### src/rtl/bpm_pkg.sv
// Constants and types for the bus port pin function multiplexer
// Operation
// - With an 8-bit bus the lower port stays general I/O.
// - In expanded modes with a 16-bit bus the lower port carries data bits 7..0 both ways.
// - Expanded modes: clock pin direction resets to 1; clearing it makes an input.
// - Single-chip modes: clock pin direction resets to 0; setting it drives clock.
// - Expanded modes drive address, read, upper and lower write strobes on bits 6..3.
// - Single-chip modes: bits 3..0 are I/O plus interrupts, bits 6..4 plain I/O.
// - Wait and request-out enables reset to 0; bit 2 is then I/O plus interrupt 2.
// - Expanded modes: wait enable alone makes bit 2 wait input; request-out enable alone drives request.
// - Control port is 8 bits; interrupts 0..3 always follow their pins.
// - Each port has direction, data and pin-state registers.
package bpm_pkg;
    localparam int BPM_PORT_W = 8;
    localparam int BPM_SYNC_CYCLES = 3;
    // Control port bit positions
    localparam int BPM_CLK_BIT = 7;
    localparam int BPM_ADDR_BIT = 6;
    localparam int BPM_RD_BIT = 5;
    localparam int BPM_UWR_BIT = 4;
    localparam int BPM_LOW_WR_BIT = 3;
    localparam int BPM_WAIT_BIT = 2;
    localparam int BPM_GRANT_BIT = 1;
    localparam int BPM_REQ_IN_BIT = 0;
    // Values after reset
    localparam logic [7:0] BPM_DIR_RST = 8'h00;
    localparam logic [7:0] BPM_DATA_RST = 8'h00;
    localparam logic BPM_ENABLE_RST = 1'h0;
    localparam logic BPM_CLKDIR_EXP_RST = 1'h1;
    localparam logic BPM_CLKDIR_SC_RST = 1'h0;
    localparam logic BPM_IDLE_LEVEL = 1'h1;
    localparam logic [1:0] BPM_CAPTURE_WAIT = 2'h3;

    typedef enum logic [0:0] {
        BPM_ST_CAPTURE = 1'h0,
        BPM_ST_RUN = 1'h1
    } bpm_state_t;

    // Modes 1, 2, 4, 5, 6 use the external bus; 3, 7 and the unused 0 are single-chip
    function automatic logic bpm_is_expanded(input logic [2:0] mode);
        case (mode)
            3'h1, 3'h2, 3'h4, 3'h5, 3'h6: bpm_is_expanded = 1'b1;
            default: bpm_is_expanded = 1'b0;
        endcase
    endfunction : bpm_is_expanded
endpackage : bpm_pkg

### src/rtl/bpm_pin_mux.sv
// Pin function multiplexer for the data and control ports
module bpm_pin_mux
    import bpm_pkg::*;
(
    // Clock and reset
    input wire logic clock,
    input wire logic resetn,
    // Mode and bus width straps
    input wire logic [2:0] mode_pins,
    input wire logic bus16_pin,
    // Port register writes
    input wire logic [7:0] wr_value,
    input wire logic upper_dir_we,
    input wire logic lower_dir_we,
    input wire logic ctrl_dir_we,
    input wire logic upper_data_we,
    input wire logic lower_data_we,
    input wire logic ctrl_data_we,
    // Pin function enables
    input wire logic enables_we,
    input wire logic wait_pin_enable_in,
    input wire logic bus_request_out_enable_in,
    input wire logic bus_release_enable_in,
    // Bus controller side
    input wire logic [15:0] bus_wdata,
    input wire logic bus_drive,
    input wire logic address_strobe,
    input wire logic read_strobe,
    input wire logic upper_write_strobe,
    input wire logic lower_write_strobe,
    input wire logic bus_request_output,
    input wire logic bus_grant_output,
    // Core side results
    output logic [15:0] bus_rdata,
    output logic wait_pin_level,
    output logic bus_request_input,
    output logic [3:0] external_interrupt,
    output logic expanded_mode,
    output logic [7:0] upper_pin_state,
    output logic [7:0] lower_pin_state,
    output logic [7:0] ctrl_pin_state,
    output logic [7:0] ctrl_dir,
    output logic [2:0] pin_enables,
    // Pins
    input wire logic [7:0] upper_pin_in,
    output logic [7:0] upper_pin_out,
    output logic [7:0] upper_pin_oe,
    input wire logic [7:0] lower_pin_in,
    output logic [7:0] lower_pin_out,
    output logic [7:0] lower_pin_oe,
    input wire logic [7:0] ctrl_pin_in,
    output logic [7:0] ctrl_pin_out,
    output logic [7:0] ctrl_pin_oe
);
    localparam int W = BPM_PORT_W;
    localparam int SW = 3 * W + 4;

    // Three-stage synchronisers; only stage two and three are compared
    logic [SW-1:0] s1_r, s2_r, s3_r;
    logic [SW-1:0] filt_r, filt_nxt;
    bpm_state_t state_r, state_nxt;
    logic [1:0] wait_r, wait_nxt;
    logic [2:0] mode_r, mode_nxt;
    logic bus16_r, bus16_nxt, exp_r, exp_nxt;
    logic [W-1:0] udir_r, udir_nxt, ldir_r, ldir_nxt, cdir_r, cdir_nxt;
    logic [W-1:0] udat_r, udat_nxt, ldat_r, ldat_nxt, cdat_r, cdat_nxt;
    logic wait_en_r, wait_en_nxt, req_out_en_r, req_out_en_nxt, release_en_r, release_en_nxt;
    logic [W-1:0] uout_nxt, uoe_nxt, lout_nxt, loe_nxt, cout_nxt, coe_nxt;
    logic [15:0] rdata_nxt;
    logic wait_lvl_nxt, req_in_lvl_nxt;
    logic [W-1:0] ufilt, lfilt, cfilt;
    logic wait_sel, req_out_sel, run;

    assign ufilt = filt_r[W-1:0];
    assign lfilt = filt_r[2*W-1:W];
    assign cfilt = filt_r[3*W-1:2*W];
    assign run = (state_r == BPM_ST_RUN);
    assign wait_sel = exp_r && wait_en_r && !req_out_en_r;
    assign req_out_sel = exp_r && req_out_en_r && !wait_en_r;

    // Straps and registers
    always_comb begin
        state_nxt = state_r;
        wait_nxt = wait_r;
        mode_nxt = mode_r;
        bus16_nxt = bus16_r;
        exp_nxt = exp_r;
        udir_nxt = upper_dir_we ? wr_value : udir_r;
        ldir_nxt = lower_dir_we ? wr_value : ldir_r;
        cdir_nxt = ctrl_dir_we ? wr_value : cdir_r;
        udat_nxt = upper_data_we ? wr_value : udat_r;
        ldat_nxt = lower_data_we ? wr_value : ldat_r;
        cdat_nxt = ctrl_data_we ? wr_value : cdat_r;
        wait_en_nxt = enables_we ? wait_pin_enable_in : wait_en_r;
        req_out_en_nxt = enables_we ? bus_request_out_enable_in : req_out_en_r;
        release_en_nxt = enables_we ? bus_release_enable_in : release_en_r;
        // A change counts once stages two and three agree
        filt_nxt = filt_r;
        for (int i = 0; i < SW; i++) begin
            if (s2_r[i] == s3_r[i]) begin
                filt_nxt[i] = s3_r[i];
            end
        end
        case (state_r)
            BPM_ST_CAPTURE: begin
                // Straps are taken only once the synchroniser has filled
                if (wait_r == BPM_CAPTURE_WAIT) begin
                    state_nxt = BPM_ST_RUN;
                    mode_nxt = filt_nxt[SW-2:SW-4];
                    bus16_nxt = filt_nxt[SW-1];
                    exp_nxt = bpm_is_expanded(filt_nxt[SW-2:SW-4]);
                    cdir_nxt[BPM_CLK_BIT] = bpm_is_expanded(filt_nxt[SW-2:SW-4]) ?
                        BPM_CLKDIR_EXP_RST : BPM_CLKDIR_SC_RST;
                end else begin
                    wait_nxt = 2'(wait_r + 2'h1);
                end
            end
            BPM_ST_RUN: begin
                state_nxt = BPM_ST_RUN;
            end
            default: begin
                state_nxt = BPM_ST_CAPTURE;
            end
        endcase
    end

    // Pin functions
    always_comb begin
        uout_nxt = udat_r;
        uoe_nxt = udir_r;
        lout_nxt = ldat_r;
        loe_nxt = ldir_r;
        cout_nxt = cdat_r;
        coe_nxt = cdir_r;
        if (exp_r) begin
            uout_nxt = bus_wdata[15:8];
            uoe_nxt = {W{bus_drive}};
            if (bus16_r) begin
                lout_nxt = bus_wdata[7:0];
                loe_nxt = {W{bus_drive}};
            end
            cout_nxt[BPM_ADDR_BIT] = address_strobe;
            cout_nxt[BPM_RD_BIT] = read_strobe;
            cout_nxt[BPM_UWR_BIT] = upper_write_strobe;
            cout_nxt[BPM_LOW_WR_BIT] = lower_write_strobe;
            coe_nxt[BPM_ADDR_BIT:BPM_LOW_WR_BIT] = 4'hf;
            if (wait_sel) begin
                coe_nxt[BPM_WAIT_BIT] = 1'b0;
            end else if (req_out_sel) begin
                cout_nxt[BPM_WAIT_BIT] = bus_request_output;
                coe_nxt[BPM_WAIT_BIT] = 1'b1;
            end
            if (release_en_r) begin
                cout_nxt[BPM_GRANT_BIT] = bus_grant_output;
                coe_nxt[BPM_GRANT_BIT] = 1'b1;
                coe_nxt[BPM_REQ_IN_BIT] = 1'b0;
            end
        end
        // Clock pin toggles its own flop, so it runs at half the system clock rate
        cout_nxt[BPM_CLK_BIT] = ~ctrl_pin_out[BPM_CLK_BIT];
        if (!run) begin
            uoe_nxt = '0;
            loe_nxt = '0;
            coe_nxt = '0;
        end
        rdata_nxt = {ufilt, lfilt};
        wait_lvl_nxt = wait_sel ? cfilt[BPM_WAIT_BIT] : BPM_IDLE_LEVEL;
        req_in_lvl_nxt = (exp_r && release_en_r) ? cfilt[BPM_REQ_IN_BIT] : BPM_IDLE_LEVEL;
    end

    always_ff @(posedge clock or negedge resetn) begin
        if (!resetn) begin
            s1_r <= '0;
            s2_r <= '0;
            s3_r <= '0;
            filt_r <= '0;
            state_r <= BPM_ST_CAPTURE;
            wait_r <= 2'h0;
            mode_r <= 3'h0;
            bus16_r <= 1'b0;
            exp_r <= 1'b0;
            udir_r <= BPM_DIR_RST;
            ldir_r <= BPM_DIR_RST;
            cdir_r <= BPM_DIR_RST;
            udat_r <= BPM_DATA_RST;
            ldat_r <= BPM_DATA_RST;
            cdat_r <= BPM_DATA_RST;
            wait_en_r <= BPM_ENABLE_RST;
            req_out_en_r <= BPM_ENABLE_RST;
            release_en_r <= BPM_ENABLE_RST;
            upper_pin_out <= '0;
            upper_pin_oe <= '0;
            lower_pin_out <= '0;
            lower_pin_oe <= '0;
            ctrl_pin_out <= '0;
            ctrl_pin_oe <= '0;
            bus_rdata <= '0;
            wait_pin_level <= BPM_IDLE_LEVEL;
            bus_request_input <= BPM_IDLE_LEVEL;
            external_interrupt <= '0;
            expanded_mode <= 1'b0;
            upper_pin_state <= '0;
            lower_pin_state <= '0;
            ctrl_pin_state <= '0;
            ctrl_dir <= BPM_DIR_RST;
            pin_enables <= '0;
        end else begin
            s1_r <= {bus16_pin, mode_pins, ctrl_pin_in, lower_pin_in, upper_pin_in};
            s2_r <= s1_r;
            s3_r <= s2_r;
            filt_r <= filt_nxt;
            state_r <= state_nxt;
            wait_r <= wait_nxt;
            mode_r <= mode_nxt;
            bus16_r <= bus16_nxt;
            exp_r <= exp_nxt;
            udir_r <= udir_nxt;
            ldir_r <= ldir_nxt;
            cdir_r <= cdir_nxt;
            udat_r <= udat_nxt;
            ldat_r <= ldat_nxt;
            cdat_r <= cdat_nxt;
            wait_en_r <= wait_en_nxt;
            req_out_en_r <= req_out_en_nxt;
            release_en_r <= release_en_nxt;
            upper_pin_out <= uout_nxt;
            upper_pin_oe <= uoe_nxt;
            lower_pin_out <= lout_nxt;
            lower_pin_oe <= loe_nxt;
            ctrl_pin_out <= cout_nxt;
            ctrl_pin_oe <= coe_nxt;
            bus_rdata <= rdata_nxt;
            wait_pin_level <= wait_lvl_nxt;
            bus_request_input <= req_in_lvl_nxt;
            external_interrupt <= cfilt[3:0];
            expanded_mode <= exp_r;
            upper_pin_state <= ufilt;
            lower_pin_state <= lfilt;
            ctrl_pin_state <= cfilt;
            ctrl_dir <= cdir_r;
            pin_enables <= {release_en_r, req_out_en_r, wait_en_r};
        end
    end
endmodule : bpm_pin_mux

### config.mk
export PLATFORM = sky130hd
export DESIGN_NAME = bpm_pin_mux
export DESIGN_NICKNAME = d
export VERILOG_FILES = /design/src/rtl/bpm_pkg.sv /design/src/rtl/bpm_pin_mux.sv
export SDC_FILE = /design/constraint.sdc
export NUM_CORES = 1
export LEC_CHECK = 0
export BUFFER_PORTS_ARGS = -buffer_cell sky130_fd_sc_hd__buf_2
export CAP_MARGIN = 0
export CORE_MARGIN = 2
export CORE_UTILIZATION = 33
export DETAILED_ROUTE_END_ITERATION = 10
export RECOVER_POWER = 25
export SLEW_MARGIN = 20
export SYNTH_ARGS = -nofsm -noshare
export SYNTH_HDL_FRONTEND = slang
export SYNTH_SLANG_ARGS = --single-unit
### constraint.sdc
create_clock -name clock -period 2.3 [get_ports clock]
set_input_delay 0.115 -clock clock [delete_from_list [all_inputs] [get_ports clock]]
set_output_delay 0.115 -clock clock [all_outputs]
set_load 0.05 [all_outputs]
==> impl_metrics.toml, run 1 <==
[outcome]
outcome = "finished clean"

[sta]
report.final.slew_viol_count = 0
worst_hold_slack_ns = 0.0366
final-hold-violation-count = 0
clock.fmax_mhz = 644
rsz_0062_raised_after_global_routing = "false"
final-setup-viol-count = 0
post_route_clock_skew_ns = 0.0148
final_worst_slack_ns = 0.747
worst_slew_margin_relative_to_its_limit_pct = 63.4
layout_worst_path_cycle_share_pct = 67.5
setup-tns-final_ns = 0
worstMarginPinSlew_ns = 0.548
min_period_ns = 1.55

[detailed_routing]
dr.pass1.iters = 4
detail_route.iter0.violations = 213
route.vias.total = 4421
post_route_wl_mm = 16.9
drt_drc_violations_left = 0
ant_nets = 0
wl_per_cell_um = 16.1
vias_per_cell = 4.22

[yosys]
dominantRegCellSynth = "dfrtp_1"
syn-num-nets = 524
register_area_share_after_synthesis_pct = 78.5
synth.distinct_cells = 30
mappedNetlistArea_um2 = 8070
ys_seq_elements = 253
syn_inst = 452
yosys_warnings = 0
synth_edf_count = 0
postSynth.asyncResetShare_pct = 100
syn_avg_cell_area_um2 = 17.8

[finish]
ff_latch_area_um2 = 6330
postLayoutCellArea_um2 = 10900
finish.utilization_pct = 44.9
share_of_final_layout_standard_cells_stronger_than_drive_strength_1_pct = 40.7
fillers = 2096
nNetsFinal = 775
insertedDiodeCount = 0
multi_input_comb_area_um2 = 1500
area_growth_syn_to_layout_pct = 34.5

[clock_tree]
cts_num_sinks = 253
htree_levels = 1
cts.reportedPaths.clkPinSlew_ns = 0.06
tritoncts = "done"
worst_skew_pair.late_latency_ns = 0.52
cts-root-buf = "clkbuf_16"
ctsLongestPathBuffers = 3
tritoncts.num_buffers = 26

[floorplanning]
placement_rows = 57
i_o_pins = 177
coreArea_um2 = 24200
floorplan.die_area_um2 = 25700
dieHeight_um = 160
initial_core_util_pct = 33.4
chipWidth_um = 160

[critical_path]
reg2regPathDepth = 2
worst-endpoint-required_ns = 2.69
critical_path.n_buffers_inverters = 0
rrSetupSlack_ns = 0.75
critical_path_peak_fanout = 16
beginning_of_the_worst_register_to_register_path = "exp_r"
timing.critical_path.cells = "nand2_2 > mux2_1"
cp-end-kind = "flip-flop"
r2r-end = "lower_pin_out[6]"
critPathTopFamily = "flip-flops"
worstSetupPathType = "flip-flop to flip-flop"
crit_arrival_ns = 1.95
worstSetupStartpointType = "flip-flop"
critical_path.slowest_cell = "dfrtp_1"
critical-path-max-stage-delay_ns = 0.66

[global_route]
grt.busiest_layer = "met2"
first_global_vias = 4948
maximum_number_of_pins_on_one_net_before_global_route_repair = 71
grt_first_pass_wirelength_mm = 27.2
grt.total_usage_pct = 13.4
antenna_violations_before_repair = 0
global_route_met2_usage_pct = 22.9
grt.met1_usage_pct = 17.1
globalRouteMet3Util_pct = 3.10
grt.overflow.total = 0

[worst_hold_path]
min_path_type = "primary input to flip-flop"
hold-path-endpoint = "udir_r[6]"
number_of_cells_traversed_by_the_worst_hold_path = 2
holdCritStartpoint = "wr_value[6]"

[place]
place.port_buffers = 176
gpl.final_weighted_congestion = 0.728
detailedPlace.worstSlack_ns = 0.675
post_dp_cell_area_um2 = 9240
detailedPlacementHpwl_mm = 11.1

[run]
drv_cap = 0

[pwr]
p_leak_uw = 0.00494
max-vdd-ir-drop_uv = 495
power_per_standard_cell_area_nw_per_um2 = 1010
## cell families (layout without fill, tap and decap cells)
family / count (synthesis) / count (layout) / share of synthesized area [%]
AO/OA/AOI/OAI: 26 / 26 / 2.05
adder cells (fa/ha/maj): 29 / 29 / 3.66
flip-flops: 253 / 253 / 78.5
XOR/XNOR: 1 / 1 / 0.109
buffers and inverters: 35 / 306 / 2.88
multiplexers: 74 / 74 / 10.3
AND/OR/NAND/NOR: 34 / 34 / 2.47
## placed cells by master (no fill, tap or decap), drive strengths merged
cell type    synthesis  routed
o21a                 4       4
clkinv               0       7
xor2                 1       1
nor2                 1       1
dfrtp              251     251
maj3                28      28
nand2b               9       9
o21ai                3       3
and2                 1       1
and3                 2       2
dfstp                2       2
dlygate4sd3          0      72
a21boi               9       9
ha                   1       1
clkbuf               3      39
or3                  1       1
mux2                74      74
nand2                8       8
inv                  2       2
or2                  1       1
a21oi                9       9
nor3                 1       1
bufinv               0       2
buf                 30     184
a21o                 1       1
nor2b               10      10
## worst max path at each step
stage / startpoint / end / slack [ns] / cells after the start
after floorplan: wait_r[0] / wait_r[1] / 1.08 / 3
after global placement: exp_r / lower_pin_out[3] / 0.82 / 2
after detailed placement: exp_r / lower_pin_out[6] / 0.67 / 2
after CTS: exp_r / lower_pin_out[6] / 0.67 / 2
after global routing: exp_r / lower_pin_out[6] / 0.63 / 2
final: exp_r / lower_pin_out[6] / 0.75 / 2
## worst reg2reg max path, cell delays in order (launching register included)
cell and delay [ns]:
dfrtp_1 0.66, nand2_2 0.36, mux2_1 0.42
## timing repair
item,in CTS,in global routing
hold buffers,72,0
hold endpoints to repair,165,0
gates resized for setup,0,0
buffers inserted,0,0
## Yosys cell counts, types with 3 or more instances
cell | number | share of area [%]
clkbuf_1 | 3 | 0.14
nand2_1 | 6 | 0.28
o21a_1 | 4 | 0.37
nand2b_1 | 9 | 0.70
buf_4 | 23 | 2.1
nor2b_1 | 10 | 0.78
a21boi_1 | 8 | 0.74
buf_2 | 6 | 0.37
mux2_2 | 60 | 8.4
mux2_1 | 14 | 2.0
maj3_1 | 26 | 3.2
dfrtp_1 | 251 | 78
a21oi_1 | 9 | 0.56
## metrics by stage
stage / total power, uW / std cells
after global placement: 6620 / 927
after global routing: 11400 / 1047
final: 10900 / 1047
after CTS: 11100 / 1047
after floorplan: 6170 / 452
after detailed placement: 6650 / 927
## power by group
group / leakage [uW] / switching (uW) / internal [uW]
sequential: 0.00294 / 174 / 4840
combinational: 0.00156 / 1150 / 485
clock: 0.000445 / 1680 / 2600
total: 0.00494 / 3010 / 7930
## final cells by class
cell class	count	share of cell area (%)
repair buffers	256	15.7
inverters	2	0.0692
multi-input cells	164	13.8
clock buffers	39	7.29
clock inverters	9	0.980
flip-flops and latches	253	58.4
well taps	324	3.74
## flip-flops by register name, indices dropped and copies added (netlist names), 28 cells and up
register / flops
s3_r: 28
s2_r: 28
s1_r: 28
filt_r: 28
## routing by layer
layer  vias up  part of all wire, %
met5         -                    0
met2       128                   49
met4         0                  2.5
met3        34                  5.5
li1       1994                    -
met1      2265                   43
(Power assumes the default switching activity.)
==> run 2: changes to the inputs <==
--- a/config.mk
+++ b/config.mk
@@ -5,6 +5,7 @@
 export SDC_FILE = /design/constraint.sdc
 export NUM_CORES = 1
 export LEC_CHECK = 0
+export ABC_AREA = 1
 export BUFFER_PORTS_ARGS = -buffer_cell sky130_fd_sc_hd__buf_2
 export CAP_MARGIN = 0
 export CORE_MARGIN = 2
==> constraint.sdc (replaced) <==
create_clock -name clock -period 1.45 [get_ports clock]
set_input_delay 0.0725 -clock clock [delete_from_list [all_inputs] [get_ports clock]]
set_output_delay 0.0725 -clock clock [all_outputs]
set_load 0.05 [all_outputs]
==> run 2 against run 1 <==
Effect of this change:
- worst setup slack worse by 0.68 ns
- highest routed layer unchanged
- global-route usage is 0.29 points lower
- non-clock buffer count is 4 higher
- routed wire length is 2.0% lower
- combinational power is 59% higher
- power is 59% higher
- cell count is 11% higher
- sequential cell count stayed put
- clock power is 60% higher
- final area is 0.35% higher
- largest power group unchanged
==> impl_metrics.toml, run 2 <==
[floorplanning]
i_o_pins = 177
initial_core_util_pct = 33.4
coreArea_um2 = 24200
dieHeight_um = 161
placement_rows = 57
chipWidth_um = 161
floorplan.die_area_um2 = 25800

[clock_tree]
cts.reportedPaths.clkPinSlew_ns = 0.05
cts.repair.resized = 0
ctsLongestPathBuffers = 3
worst_skew_pair.late_latency_ns = 0.53
cts-root-buf = "clkbuf_16"
tritoncts.num_buffers = 27
post_cts.repair.setup_buffers = 0
htree_levels = 1
cts_num_sinks = 253
tritoncts = "done"

[pwr]
power.switching_uw = 4800
p_comb_share_pct = 15.0
p_leak_uw = 0.00520
power.share.clock_pct = 39.4
internal_power_uw = 12600
max-vdd-ir-drop_uv = 804
power_per_standard_cell_area_nw_per_um2 = 1590
power_frac_seq_pct = 45.6
swShare_pct = 27.7

[yosys]
synth_edf_count = 0
syn_avg_cell_area_um2 = 14.3
synth_most_common_cell = "dfrtp_1"
library_cell_with_the_largest_summed_area_after_synthesis = "dfrtp_1"
yosys_warnings = 0
postSynth.asyncResetShare_pct = 100
dominantRegCellSynth = "dfrtp_1"
ys_seq_elements = 253
synth.cells.most_frequent = "dfrtp_1 (251), nand2_1 (86), inv_1 (48)"
synth.distinct_cells = 24
syn-num-nets = 639
synthTopCellsByArea = "dfrtp_1 (78%), nand2_1 (4.0%), maj3_1 (3.1%), o21ai_0 (2.7%), mux2_2 (2.4%)"
mappedNetlistArea_um2 = 8080
yosys.area.top_type_share_pct = 77.7
register_area_share_after_synthesis_pct = 78.3
syn_inst = 567

[critical_path]
critical_path.slowest_cell = "dfstp_2"
worst-endpoint-required_ns = 1.38
worstSetupPathType = "flip-flop to primary output"
timing.critical_path.cells = "buf_2"
critical_path.n_buffers_inverters = 1
critical-path-max-stage-delay_ns = 0.51
critical_path_peak_fanout = 1
crit_arrival_ns = 1.31
cp-end-kind = "primary output"
worstSetupStartpointType = "flip-flop"
critPathTopFamily = "flip-flops"

[global_route]
grt.overflow.total = 0
grt.total_usage_pct = 13.1
grt_first_pass_wirelength_mm = 26.6
first_global_vias = 4963
antenna_violations_before_repair = 1
maximum_number_of_pins_on_one_net_before_global_route_repair = 52

[place]
detailedPlacementHpwl_mm = 10.9
place.port_buffers = 176
gpl.final_weighted_congestion = 0.747
placed_cells = 1044
post_dp_cell_area_um2 = 9270

[sta]
worst_hold_slack_ns = 0.0482
clock.fmax_mhz = 723
post_route_clock_skew_ns = 0.00893
setup-tns-final_ns = 0
worst_slew_margin_relative_to_its_limit_pct = 70.4
rsz_0062_raised_after_global_routing = "false"
min_period_ns = 1.38
final-hold-violation-count = 0
worstMarginPinSlew_ns = 0.443
report.final.slew_viol_count = 0
final-setup-viol-count = 0
layout_worst_path_cycle_share_pct = 95.4

[finish]
area_growth_syn_to_layout_pct = 34.7
share_of_final_layout_standard_cells_stronger_than_drive_strength_1_pct = 29.4
final-instance-count-excl-fill = 1166
nNetsFinal = 894
layout_commonest_cell = "dfrtp_1"
postLayoutCellArea_um2 = 10900
layout.cells.most_common_list = "dfrtp_1 (251), buf_2 (168), nand2_1 (86)"

[detailed_routing]
drt_drc_violations_left = 0
post_route_wl_mm = 16.5
wl_per_cell_um = 14.2
detail_route.iter0.violations = 246
route.vias.total = 4850
dr.pass1.iters = 4
ant_nets = 0
vias_per_cell = 4.16

[outcome]
outcome = "finished clean"

[run]
drv_cap = 0

[worst_hold_path]
min_path_type = "primary input to asynchronous set/reset pin"
run 2: cells by family after synthesis:
group	after synthesis	synth area share, %
adders and majority gates	26	3.25
muxes	17	2.37
and+or+nand+nor	110	5.83
xor gates and xnor gates	1	0.108
buffers and inverters	82	5.23
AOI/OAI and AO/OA	78	4.86
DFF	253	78.3
run 2: metal layers:
metal | vias up | wire (um) | global-route usage (%)
li1 | 2303 | - | -
met1 | 2362 | 7360 | 17.8
met2 | 161 | 7720 | 21.1
met3 | 24 | 1180 | 3.10
met4 | 0 | 289 | 4.05
met5 | - | 0 | 0
run 2: timing repair:
item                       CTS  global route
hold endpoints to repair   369             0
setup endpoints to repair    0             0
hold buffers                73             0
run 2: power groups by stage:
| stage | logic (uW) | clock network (uW) | registers, uW |
|---|---|---|---|
| 3_3_place_gp | 2450 | 0 | 8050 |
| 3_5_place_dp | 2480 | 0 | 8060 |
| 2_1_floorplan | 752 | 0 | 9020 |
| 5_1_grt | 2780 | 7380 | 8000 |
| 6_report | 2600 | 6840 | 7920 |
| 4_1_cts | 2640 | 7080 | 7940 |
run 2: path summary, 6_finish.rpt:
path | from | to | slack, ns | cells past startpoint
worst max-delay path | wait_pin_level | wait_pin_level | 0.07 | 1
worst min-delay path | resetn | s3_r[19] | 0.05 | 2
worst max register to register | release_en_r | release_en_r | 0.08 | 2
worst min register to register | s1_r[9] | s2_r[9] | 0.35 | 0
max in group asynchronous | resetn | ctrl_pin_oe[3] | 0.81 | 3
min in group clock | upper_pin_in[7] | s1_r[7] | 0.18 | 2
run 2: final cells by class:
type                            count  area (um^2)
Timing Repair Buffer              260         1750
Clock inverter                     10          129
Antenna cell                        1         2.50
Tap cell                          324          405
Clock buffer                       38          767
Sequential cell                   253         6330
Multi-Input combinational cell    232         1330
Inverter                           48          180
Fill cell                        2170        13300
run 2: through the flow:
| stage | total power (uW) | setup slack, ns | util, % |
|---|---|---|---|
| after global placement | 10500 | 0.259 | 38.3 |
| after detailed placement | 10500 | 0.217 | 38.3 |
| final | 17400 | 0.0670 | 45.0 |
| after global routing | 18200 | 0.0347 | 45.0 |
| after floorplan | 9770 | 0.441 | - |
| after CTS | 17600 | 0.0310 | 45.1 |
